--- src/modbus_link_pkg.sv ---
// constants of the serial slave link: register map, resets, codes and timing
// assumes a 250 MHz core clock and RTU framing on a half-duplex RS485 line
package modbus_link_pkg;

    localparam int          CLK_HZ        = 250_000_000;
    localparam int          NUM_REGS      = 6;

    // register indices from the base address
    localparam logic [15:0] REG_BASE      = 16'h01F4;
    localparam logic [2:0]  IDX_STATION   = 3'h0;
    localparam logic [2:0]  IDX_FRAME     = 3'h1;
    localparam logic [2:0]  IDX_STOP      = 3'h2;
    localparam logic [2:0]  IDX_PARITY    = 3'h3;
    localparam logic [2:0]  IDX_BAUD      = 3'h4;
    localparam logic [2:0]  IDX_PERMIT    = 3'h5;

    // reset values
    localparam logic [15:0] RST_STATION   = 16'h0001;
    localparam logic [15:0] RST_FRAME     = 16'h0000;
    localparam logic [15:0] RST_STOP      = 16'h0000;
    localparam logic [15:0] RST_PARITY    = 16'h0000;
    localparam logic [15:0] RST_BAUD      = 16'h0002;
    localparam logic [15:0] RST_PERMIT    = 16'h0001;

    // legal ranges, and the even parity code
    localparam logic [15:0] STATION_MIN   = 16'h0001;
    localparam logic [15:0] STATION_MAX   = 16'h00FE;
    localparam logic [15:0] BIT_MAX       = 16'h0001;
    localparam logic [15:0] PARITY_MAX    = 16'h0002;
    localparam logic [15:0] BAUD_MAX      = 16'h0005;
    localparam logic [15:0] PAR_EVEN      = 16'h0001;

    // frame layout
    localparam logic [7:0]  FN_READ       = 8'h03;
    localparam logic [7:0]  FN_WRITE      = 8'h06;
    localparam logic [3:0]  REQ_LEN       = 4'h8;
    localparam logic [15:0] CRC_INIT      = 16'hFFFF;
    localparam logic [15:0] CRC_POLY      = 16'hA001;

    // line rates by code, in bit/s
    localparam int          BAUD_0        = 2400;
    localparam int          BAUD_1        = 4800;
    localparam int          BAUD_2        = 9600;
    localparam int          BAUD_3        = 19200;
    localparam int          BAUD_4        = 38400;
    localparam int          BAUD_5        = 57600;

    // end-of-frame silence: 3.5 characters of 11 bits, rounded up to bit times
    localparam int          SILENCE_BITS  = 39;

endpackage : modbus_link_pkg

--- src/modbus_rs485_slave_link.sv ---
// RTU serial slave for the link settings of a servo drive on an RS485 bus
// assumes rxd comes from the transceiver already synchronous to clk, and that
// tx_drive_en steers the transceiver driver (high drives the pair)
`timescale 1ns/10ps
module modbus_rs485_slave_link #(
    parameter int          CLK_HZ       = modbus_link_pkg::CLK_HZ,
    parameter logic [15:0] PERMIT_RESET = modbus_link_pkg::RST_PERMIT
) (
    input  wire logic        clk,
    input  wire logic        rst,
    input  wire logic        rxd,
    output logic             txd,
    output logic             tx_drive_en,
    output logic [15:0]      station_address,
    output logic [15:0]      frame_mode_select,
    output logic [15:0]      stop_bit_select,
    output logic [15:0]      parity_select,
    output logic [15:0]      baud_rate_select,
    output logic [15:0]      link_access_permit,
    output logic             param_wr_pulse,
    output logic [2:0]       param_wr_index,
    output logic [15:0]      param_wr_data
);

    typedef enum logic {RX_IDLE, RX_BUSY} rx_state_e;
    typedef enum logic {TX_IDLE, TX_SEND} tx_state_e;

    function automatic logic [15:0] crc_step(input logic [15:0] c, input logic [7:0] b);
        logic [15:0] r;
        r = c ^ {8'h00, b};
        for (int i = 0; i < 8; i++) begin
            r = r[0] ? ((r >> 1) ^ modbus_link_pkg::CRC_POLY) : (r >> 1);
        end
        return r;
    endfunction : crc_step

    function automatic logic [19:0] bit_div(input logic [15:0] code);
        case (code)
            16'h0000: bit_div = 20'(CLK_HZ / modbus_link_pkg::BAUD_0);
            16'h0001: bit_div = 20'(CLK_HZ / modbus_link_pkg::BAUD_1);
            16'h0003: bit_div = 20'(CLK_HZ / modbus_link_pkg::BAUD_3);
            16'h0004: bit_div = 20'(CLK_HZ / modbus_link_pkg::BAUD_4);
            16'h0005: bit_div = 20'(CLK_HZ / modbus_link_pkg::BAUD_5);
            default:  bit_div = 20'(CLK_HZ / modbus_link_pkg::BAUD_2);
        endcase
    endfunction : bit_div

    function automatic logic value_ok(input logic [2:0] idx, input logic [15:0] v);
        if (idx == modbus_link_pkg::IDX_STATION) begin
            value_ok = v >= modbus_link_pkg::STATION_MIN && v <= modbus_link_pkg::STATION_MAX;
        end else if (idx == modbus_link_pkg::IDX_FRAME || idx == modbus_link_pkg::IDX_STOP) begin
            value_ok = v <= modbus_link_pkg::BIT_MAX;
        end else if (idx == modbus_link_pkg::IDX_PARITY) begin
            value_ok = v <= modbus_link_pkg::PARITY_MAX;
        end else if (idx == modbus_link_pkg::IDX_BAUD) begin
            value_ok = v <= modbus_link_pkg::BAUD_MAX;
        end else begin
            value_ok = 1'b1;
        end
    endfunction : value_ok

    logic [15:0] cfg_q [modbus_link_pkg::NUM_REGS];
    logic [15:0] cfg_d [modbus_link_pkg::NUM_REGS];
    logic [7:0]  buf_q [8];
    logic [7:0]  buf_d [8];
    rx_state_e   rx_state_q, rx_state_d;
    tx_state_e   tx_state_q, tx_state_d;
    logic [19:0] rx_cnt_q, rx_cnt_d, tx_cnt_q, tx_cnt_d, div;
    logic [3:0]  rx_bit_q, rx_bit_d, tx_bit_q, tx_bit_d, len_q, len_d, stop_pos, last_pos;
    logic [7:0]  rx_sh_q, rx_sh_d, tx_byte_q, tx_byte_d, next_byte;
    logic [15:0] crc_q, crc_d, tx_crc_q, tx_crc_d, reg_off, req_val, rd_word;
    logic [25:0] idle_q, idle_d, gap;
    logic        bad_q, bad_d, txd_q, txd_d, echo_q, echo_d, wr_q, wr_d;
    logic [4:0]  tx_idx_q, tx_idx_d, tx_len_q, tx_len_d, rd_pos, nxt_idx;
    logic [2:0]  rd_base_q, rd_base_d, wr_idx_q, wr_idx_d, idx;
    logic [15:0] wr_data_q, wr_data_d;
    logic        par_on, frame_end, frame_ok, wr_ok, rd_ok;

    localparam logic [15:0] PAR_EVEN_C = modbus_link_pkg::PAR_EVEN;

    // settings in use come straight from the stored registers, so a new code acts at once
    assign div      = bit_div(cfg_q[modbus_link_pkg::IDX_BAUD]);
    assign par_on   = cfg_q[modbus_link_pkg::IDX_PARITY] != 16'h0000;
    assign stop_pos = par_on ? 4'hA : 4'h9;
    assign last_pos = stop_pos + {3'h0, cfg_q[modbus_link_pkg::IDX_STOP][0]};
    assign gap      = 26'(div * modbus_link_pkg::SILENCE_BITS);

    // request decode, evaluated once when the line has been quiet for 3.5 characters
    assign frame_end = rx_state_q == RX_IDLE && len_q != 4'h0 && idle_q >= gap;
    assign reg_off   = {buf_q[2], buf_q[3]} - modbus_link_pkg::REG_BASE;
    assign idx       = reg_off[2:0];
    assign req_val   = {buf_q[4], buf_q[5]};
    // ascii framing (mode 1) is not decoded; the drive then stays silent
    assign frame_ok  = len_q == modbus_link_pkg::REQ_LEN && !bad_q && crc_q == 16'h0000
                     && {8'h00, buf_q[0]} == cfg_q[modbus_link_pkg::IDX_STATION]
                     && cfg_q[modbus_link_pkg::IDX_FRAME] == 16'h0000;
    assign wr_ok     = frame_ok && buf_q[1] == modbus_link_pkg::FN_WRITE
                     && reg_off < 16'(modbus_link_pkg::NUM_REGS) && value_ok(idx, req_val)
                     && (cfg_q[modbus_link_pkg::IDX_PERMIT] != 16'h0000
                         || idx == modbus_link_pkg::IDX_PERMIT);
    assign rd_ok     = frame_ok && buf_q[1] == modbus_link_pkg::FN_READ && req_val != 16'h0000
                     && reg_off < 16'(modbus_link_pkg::NUM_REGS)
                     // one extra bit so a huge count cannot wrap past the end check
                     && {1'b0, reg_off} + {1'b0, req_val} <= 17'(modbus_link_pkg::NUM_REGS);

    // receiver: sampling at mid bit, and locked out while the drive talks
    always_comb begin
        rx_state_d = rx_state_q;
        rx_cnt_d   = rx_cnt_q;
        rx_bit_d   = rx_bit_q;
        rx_sh_d    = rx_sh_q;
        buf_d      = buf_q;
        len_d      = len_q;
        crc_d      = crc_q;
        bad_d      = bad_q;
        idle_d     = (rx_state_q == RX_BUSY || !rxd) ? 26'h0 : (idle_q >= gap ? idle_q : idle_q + 26'h1);
        if (frame_end) begin
            len_d = 4'h0;
            crc_d = modbus_link_pkg::CRC_INIT;
            bad_d = 1'b0;
        end
        case (rx_state_q)
            RX_IDLE: begin
                if (!rxd && tx_state_q == TX_IDLE) begin
                    rx_state_d = RX_BUSY;
                    rx_cnt_d   = div >> 1;
                    rx_bit_d   = 4'h0;
                end
            end
            RX_BUSY: begin
                if (rx_cnt_q != 20'h0) begin
                    rx_cnt_d = rx_cnt_q - 20'h1;
                end else begin
                    rx_cnt_d = div - 20'h1;
                    rx_bit_d = rx_bit_q + 4'h1;
                    if (rx_bit_q == 4'h0 && rxd) begin
                        rx_state_d = RX_IDLE;                       // glitch, not a start bit
                    end else if (rx_bit_q >= 4'h1 && rx_bit_q <= 4'h8) begin
                        rx_sh_d = {rxd, rx_sh_q[7:1]};
                    end else if (rx_bit_q == 4'h9 && par_on) begin
                        if (rxd != ((^rx_sh_q) ^ (cfg_q[modbus_link_pkg::IDX_PARITY] != PAR_EVEN_C)))
                            bad_d = 1'b1;
                    end else if (rx_bit_q == stop_pos) begin
                        rx_state_d = RX_IDLE;
                        if (!rxd || len_q == modbus_link_pkg::REQ_LEN) begin
                            bad_d = 1'b1;                           // framing error or overlong
                        end else begin
                            buf_d[len_q[2:0]] = rx_sh_q;
                            len_d = len_q + 4'h1;
                            crc_d = crc_step(crc_q, rx_sh_q);
                        end
                    end
                end
            end
            default: rx_state_d = RX_IDLE;
        endcase
    end

    always_ff @(posedge clk or posedge rst) begin
        if (rst) begin
            rx_state_q <= RX_IDLE;
            rx_cnt_q   <= 20'h0;
            rx_bit_q   <= 4'h0;
            rx_sh_q    <= 8'h00;
            buf_q      <= '{default: 8'h00};
            len_q      <= 4'h0;
            crc_q      <= modbus_link_pkg::CRC_INIT;
            bad_q      <= 1'b0;
            idle_q     <= 26'h0;
        end else begin
            rx_state_q <= rx_state_d;
            rx_cnt_q   <= rx_cnt_d;
            rx_bit_q   <= rx_bit_d;
            rx_sh_q    <= rx_sh_d;
            buf_q      <= buf_d;
            len_q      <= len_d;
            crc_q      <= crc_d;
            bad_q      <= bad_d;
            idle_q     <= idle_d;
        end
    end

    // parameter store: a good write is taken in the same cycle, no commit step
    always_comb begin
        cfg_d     = cfg_q;
        wr_d      = 1'b0;
        wr_idx_d  = wr_idx_q;
        wr_data_d = wr_data_q;
        if (frame_end && wr_ok) begin
            cfg_d[idx] = req_val;
            wr_d       = 1'b1;
            wr_idx_d   = idx;
            wr_data_d  = req_val;
        end
    end

    always_ff @(posedge clk or posedge rst) begin
        if (rst) begin
            cfg_q     <= '{modbus_link_pkg::RST_STATION, modbus_link_pkg::RST_FRAME,
                           modbus_link_pkg::RST_STOP, modbus_link_pkg::RST_PARITY,
                           modbus_link_pkg::RST_BAUD, PERMIT_RESET};
            wr_q      <= 1'b0;
            wr_idx_q  <= 3'h0;
            wr_data_q <= 16'h0000;
        end else begin
            cfg_q     <= cfg_d;
            wr_q      <= wr_d;
            wr_idx_q  <= wr_idx_d;
            wr_data_q <= wr_data_d;
        end
    end

    // reply byte after tx_idx: echo copies the request, crc included; reads build data then crc
    // picked from the registered index so the choice never loops through the next-state logic
    assign nxt_idx = tx_idx_q + 5'h1;
    assign rd_pos  = nxt_idx - 5'h3;
    assign rd_word = cfg_q[3'(rd_base_q + 3'(rd_pos[4:1]))];
    always_comb begin
        if (echo_q) begin
            next_byte = buf_q[nxt_idx[2:0]];
        end else if (nxt_idx == 5'h1) begin
            next_byte = modbus_link_pkg::FN_READ;
        end else if (nxt_idx == 5'h2) begin
            next_byte = 8'(tx_len_q - 5'h5);
        end else if (nxt_idx == tx_len_q - 5'h2) begin
            next_byte = tx_crc_q[7:0];
        end else if (nxt_idx == tx_len_q - 5'h1) begin
            next_byte = tx_crc_q[15:8];
        end else begin
            next_byte = rd_pos[0] ? rd_word[7:0] : rd_word[15:8];
        end
    end

    // transmitter: start, 8 data lsb first, optional parity, one or two stop bits
    always_comb begin
        tx_state_d = tx_state_q;
        tx_cnt_d   = tx_cnt_q;
        tx_bit_d   = tx_bit_q;
        tx_idx_d   = tx_idx_q;
        tx_len_d   = tx_len_q;
        tx_byte_d  = tx_byte_q;
        tx_crc_d   = tx_crc_q;
        echo_d     = echo_q;
        rd_base_d  = rd_base_q;
        txd_d      = txd_q;
        case (tx_state_q)
            TX_IDLE: begin
                if (frame_end && (wr_ok || rd_ok)) begin
                    tx_state_d = TX_SEND;
                    echo_d     = wr_ok;
                    rd_base_d  = idx;
                    tx_len_d   = wr_ok ? 5'h8 : 5'(req_val[2:0] * 2 + 5);
                    tx_idx_d   = 5'h0;
                    tx_byte_d  = buf_q[0];
                    tx_crc_d   = crc_step(modbus_link_pkg::CRC_INIT, buf_q[0]);
                    tx_bit_d   = 4'h0;
                    // start bit already at the rate being written, so the echo is one rate
                    tx_cnt_d   = bit_div(cfg_d[modbus_link_pkg::IDX_BAUD]) - 20'h1;
                    txd_d      = 1'b0;
                end
            end
            TX_SEND: begin
                if (tx_cnt_q != 20'h0) begin
                    tx_cnt_d = tx_cnt_q - 20'h1;
                end else begin
                    tx_cnt_d = div - 20'h1;
                    tx_bit_d = tx_bit_q + 4'h1;
                    if (tx_bit_q < 4'h8) begin
                        txd_d = tx_byte_q[tx_bit_q[2:0]];
                    end else if (tx_bit_q == 4'h8 && par_on) begin
                        txd_d = (^tx_byte_q) ^ (cfg_q[modbus_link_pkg::IDX_PARITY] != PAR_EVEN_C);
                    end else if (tx_bit_q < last_pos) begin
                        txd_d = 1'b1;
                    end else if (tx_idx_q + 5'h1 < tx_len_q) begin
                        tx_idx_d  = tx_idx_q + 5'h1;
                        tx_byte_d = next_byte;
                        if (tx_idx_q + 5'h3 < tx_len_q)
                            tx_crc_d = crc_step(tx_crc_q, next_byte);
                        tx_bit_d  = 4'h0;
                        txd_d     = 1'b0;
                    end else begin
                        tx_state_d = TX_IDLE;                       // release the pair
                        txd_d      = 1'b1;
                    end
                end
            end
            default: tx_state_d = TX_IDLE;
        endcase
    end

    always_ff @(posedge clk or posedge rst) begin
        if (rst) begin
            tx_state_q <= TX_IDLE;
            tx_cnt_q   <= 20'h0;
            tx_bit_q   <= 4'h0;
            tx_idx_q   <= 5'h0;
            tx_len_q   <= 5'h0;
            tx_byte_q  <= 8'h00;
            tx_crc_q   <= modbus_link_pkg::CRC_INIT;
            echo_q     <= 1'b0;
            rd_base_q  <= 3'h0;
            txd_q      <= 1'b1;
        end else begin
            tx_state_q <= tx_state_d;
            tx_cnt_q   <= tx_cnt_d;
            tx_bit_q   <= tx_bit_d;
            tx_idx_q   <= tx_idx_d;
            tx_len_q   <= tx_len_d;
            tx_byte_q  <= tx_byte_d;
            tx_crc_q   <= tx_crc_d;
            echo_q     <= echo_d;
            rd_base_q  <= rd_base_d;
            txd_q      <= txd_d;
        end
    end

    assign txd                = txd_q;
    assign tx_drive_en        = tx_state_q == TX_SEND;
    assign station_address    = cfg_q[modbus_link_pkg::IDX_STATION];
    assign frame_mode_select  = cfg_q[modbus_link_pkg::IDX_FRAME];
    assign stop_bit_select    = cfg_q[modbus_link_pkg::IDX_STOP];
    assign parity_select      = cfg_q[modbus_link_pkg::IDX_PARITY];
    assign baud_rate_select   = cfg_q[modbus_link_pkg::IDX_BAUD];
    assign link_access_permit = cfg_q[modbus_link_pkg::IDX_PERMIT];
    assign param_wr_pulse     = wr_q;
    assign param_wr_index     = wr_idx_q;
    assign param_wr_data      = wr_data_q;
endmodule : modbus_rs485_slave_link

--- config.mk ---
export PLATFORM = sky130hd
export DESIGN_NAME = modbus_rs485_slave_link
export DESIGN_NICKNAME = d
export VERILOG_FILES = /design/src/modbus_link_pkg.sv /design/src/modbus_rs485_slave_link.sv
export SDC_FILE = /design/constraint.sdc
export NUM_CORES = 1
export LEC_CHECK = 0
export ABC_AREA = 0
export BUFFER_PORTS_ARGS = -buffer_cell sky130_fd_sc_hd__buf_2
export CORE_MARGIN = 1
export CORE_UTILIZATION = 50
export DETAILED_ROUTE_END_ITERATION = 6
export PLACE_DENSITY_LB_ADDON = 0.3
export SETUP_SLACK_MARGIN = 0.05
export SYNTH_ARGS = -nofsm -noshare
export SYNTH_HDL_FRONTEND = slang
export SYNTH_SLANG_ARGS = --single-unit
--- constraint.sdc ---
create_clock -name clk -period 13.8 [get_ports clk]
set_clock_uncertainty 0.05 [all_clocks]
set_input_delay 1.38 -clock clk [delete_from_list [all_inputs] [get_ports clk]]
set_output_delay 1.38 -clock clk [all_outputs]
set_load 0.02 [all_outputs]
==> flow_summary.yaml <==
worst_hold_path:
  hold_depth: 0
  holdPathEnd: "frame_mode_select[4]"
  hp-class: "flip-flop to flip-flop"
  min-delay-start: "frame_mode_select[4]"
timing:
  setup_tns_ns: 0
  hold_viol: 0
  finalCriticalPeriod_ns: 10.57
  finalHoldWorstSlack_ns: 0.3815
  fin_crit_sh_pct: 76.62
  max_clock_freq_mhz: 94.58
  worstMarginPinSlew_ns: 1.142
  final_max_slew_viol_count: 0
  max_slew_margin_pct: 23.59
  finalSetupViolations: 0
  rsz0062_at_grt: "no"
synth:
  synthFlopType: "dfrtp_1"
  syn_nets: 2410
  async_reset_ff_share_pct: 100.0
  yosys_warnings: 0
  avgSynthCellArea_um2: 9.777
  ys_seq_elements: 324
  yosysUniqueCellTypes: 94
  syn_inst: 2244
  syn-cell-area_mm2: 0.02194
  yosysSeqAreaShare_pct: 37.16
  synth-edff-count: 0
die:
  start_util_pct: 50.82
  die_w_um: 211.5
  coreArea_mm2: 0.04317
  die_y_um: 211.5
  rows: 76
  io_pins: 121
  dieArea_mm2: 0.04472
detailed_routing:
  wire_per_inst_um: 22.07
  wl_met3_um: 5308
  wirelength_met1_um: 28140
  dr.pass1.iters: 6
  drt-vias-per-instance: 6.107
  antenna_left: 0
  wl_um: 64160
  drc: 0
  vias: 17750
  highest_layer: "met4"
  wl_met2_um: 28860
  drt_iter0_drc: 1814
worst_setup_path:
  cp_max_fo: 31
  slowest_stage: "nor2_1"
  reg2reg_to: "tx_cnt_q[4]"
  critPathArrivalTime_ns: 10.98
  startpoint_type: "flip-flop"
  r2r_start: "baud_rate_select[9]"
  required_ns: 14.21
  end_kind: "flip-flop"
  cp_slowest_stage_delay_ns: 0.66
  critPathKind: "flip-flop to flip-flop"
  rr_worst_depth: 41
  r2r_setup_slack_ns: 3.23
grt:
  grt_pass1_vias: 17150
  groute.usage.overall_pct: 28.90
  grt-ovfl-total: 0
  grt_max_degree: 103
  antenna_found_initial: 1
  grt_pass1_wl_um: 100000
clock_network:
  post_cts_buffers: 0
  hold_buffers: 0
  h-tree-depth: 2
  ctsResizeCount: 0
  cts_made_buffers: 40
  clock_path_buffers: 3
  clock_sinks: 324
  cts_tree: "yes"
  worstSkewPairLatency_ns: 0.60
  clkTransAtPathRegs_ns: 0.06
  cts_root_buf: "clkbuf_16"
layout:
  drive_above_1_share_pct: 20.11
  final_cell_mix: "dfrtp_1 (286), nand2_1 (182), nor2_1 (170)"
  num-nets-final: 2457
  areaGrowthSynthToFinish_pct: 10.85
  final_common_cell: "dfrtp_1"
  antenna-diode-count: 0
power:
  leakagePower_nw: 11.57
  power.density_mw_per_mm2: 90.98
  ir_drop_mv: 0.1111
place:
  gp_congestion: 0.9583
  portBuffers: 120
  dp_hpwl_um: 45900
run_status:
  status: "complete, no violations"
job:
  max_cap_viol_count: 0
-- cell families after synthesis --
kind of cell	count (synthesis)	share of synthesized area, %
fa+ha+maj	163	10.12
simple gates	724	16.77
flops	324	37.16
xor+xnor	177	7.710
other cells	1	0.01709
compound gates	399	11.48
buf+inv	254	4.557
mux	202	12.19
-- per-stage QoR --
step	setup slack (ns)	power [mW]	utilization (%)	cell area (um2)	cells
floorplan	3.460	1.082	-	21940	2244
global placement	3.715	1.100	53.07	22910	2834
detailed placement	3.297	1.106	53.07	22910	2834
CTS	3.270	2.222	56.34	24320	2907
global route	2.470	2.280	56.34	24320	2907
finish	3.227	2.213	56.34	24320	2907
-- power breakdown --
part	internal (mW)	leakage, nW	switching, mW
Clock	0.670	0.672	0.454
Sequential	0.972	4.20	0.0282
Combinational	0.0378	6.70	0.0515
Total	1.68	11.6	0.533
-- synth_stat cells (6+ instances only) --
cell type | instances | area, um2
o31ai_1 | 15 | 112.6
nand3_1 | 62 | 310.3
or4_1 | 12 | 90.09
mux2_2 | 137 | 1543
and3_1 | 16 | 100.1
and2_1 | 49 | 306.5
fa_1 | 24 | 480.5
a22oi_1 | 6 | 45.04
buf_2 | 15 | 75.07
nor2b_1 | 17 | 106.4
nor4_1 | 33 | 206.5
inv_1 | 113 | 424.2
nand2b_1 | 27 | 168.9
nor3_2 | 6 | 60.06
nor3b_1 | 8 | 60.06
a21oi_1 | 94 | 470.5
nand2_1 | 182 | 683.2
o21ai_0 | 119 | 595.6
o21a_1 | 15 | 112.6
a211oi_1 | 21 | 157.7
nor3_1 | 59 | 295.3
clkbuf_1 | 113 | 424.2
o211ai_1 | 25 | 187.7
or2_2 | 8 | 50.05
nand4_1 | 25 | 156.4
xnor2_1 | 97 | 849.6
a21o_1 | 26 | 195.2
or3_1 | 9 | 56.30
mux2i_1 | 26 | 260.3
xor2_1 | 68 | 595.6
ha_1 | 139 | 1739
dfstp_2 | 36 | 945.9
nor4b_1 | 7 | 61.31
nand3b_1 | 7 | 52.55
nor2_1 | 170 | 638.1
dfrtp_1 | 288 | 7207
o22ai_1 | 8 | 50.05
mux4_2 | 38 | 855.8
a31oi_1 | 14 | 87.58
-- worst max-delay path: cells and delay by family (launching register included) --
family          cells  cell delay, ns
simple gates       14            3.43
compound gates     12            2.46
fa+ha+maj           5            1.66
buf+inv             7            1.59
mux                 2            0.67
flops               1            0.41
xor+xnor            1            0.15
-- state kept, by name, indices dropped and copies added (netlist names), 3 cells and up --
signal	flops
buf_q	64
idle_q	26
rx_cnt_q	20
tx_cnt_q	20
baud_rate_select	16
crc_q	16
frame_mode_select	16
link_access_permit	16
param_wr_data	16
parity_select	16
station_address	16
stop_bit_select	16
tx_crc_q	16
rx_sh_q	8
tx_byte_q	8
tx_idx_q	5
tx_len_q	5
len_q	4
rx_bit_q	4
tx_bit_q	4
param_wr_index	3
rd_base_q	3
-- cell type report --
class                   instances  area [um2]
clock buffers                  55        1117
clock inverters                18       294.0
fillers                      3840       18850
inverters                     117       451.7
multi-input cells            1666       12800
flip-flops and latches        324        8155
well taps                     585       732.0
repair buffers                142       765.7
-- layer usage --
metal	up-vias	track usage [%]
li1	8036	-
met3	114	5.593
met2	704	43.63
met4	0	8.796
met5	-	0
met1	8900	41.84
-- worst max-delay path by stage --
stage	start	end	slack [ns]	depth (start not counted)
5_1_grt	baud_rate_select[8]	tx_cnt_q[4]	2.47	41
6_report	baud_rate_select[9]	tx_cnt_q[4]	3.23	41
4_1_cts	baud_rate_select[8]	tx_cnt_q[4]	3.27	40
2_1_floorplan	rst	bad_q	3.46	1
3_5_place_dp	baud_rate_select[8]	tx_cnt_q[4]	3.30	40
3_3_place_gp	baud_rate_select[15]	tx_cnt_q[4]	3.71	41
Note: power is estimated with default switching activity, not from simulation.
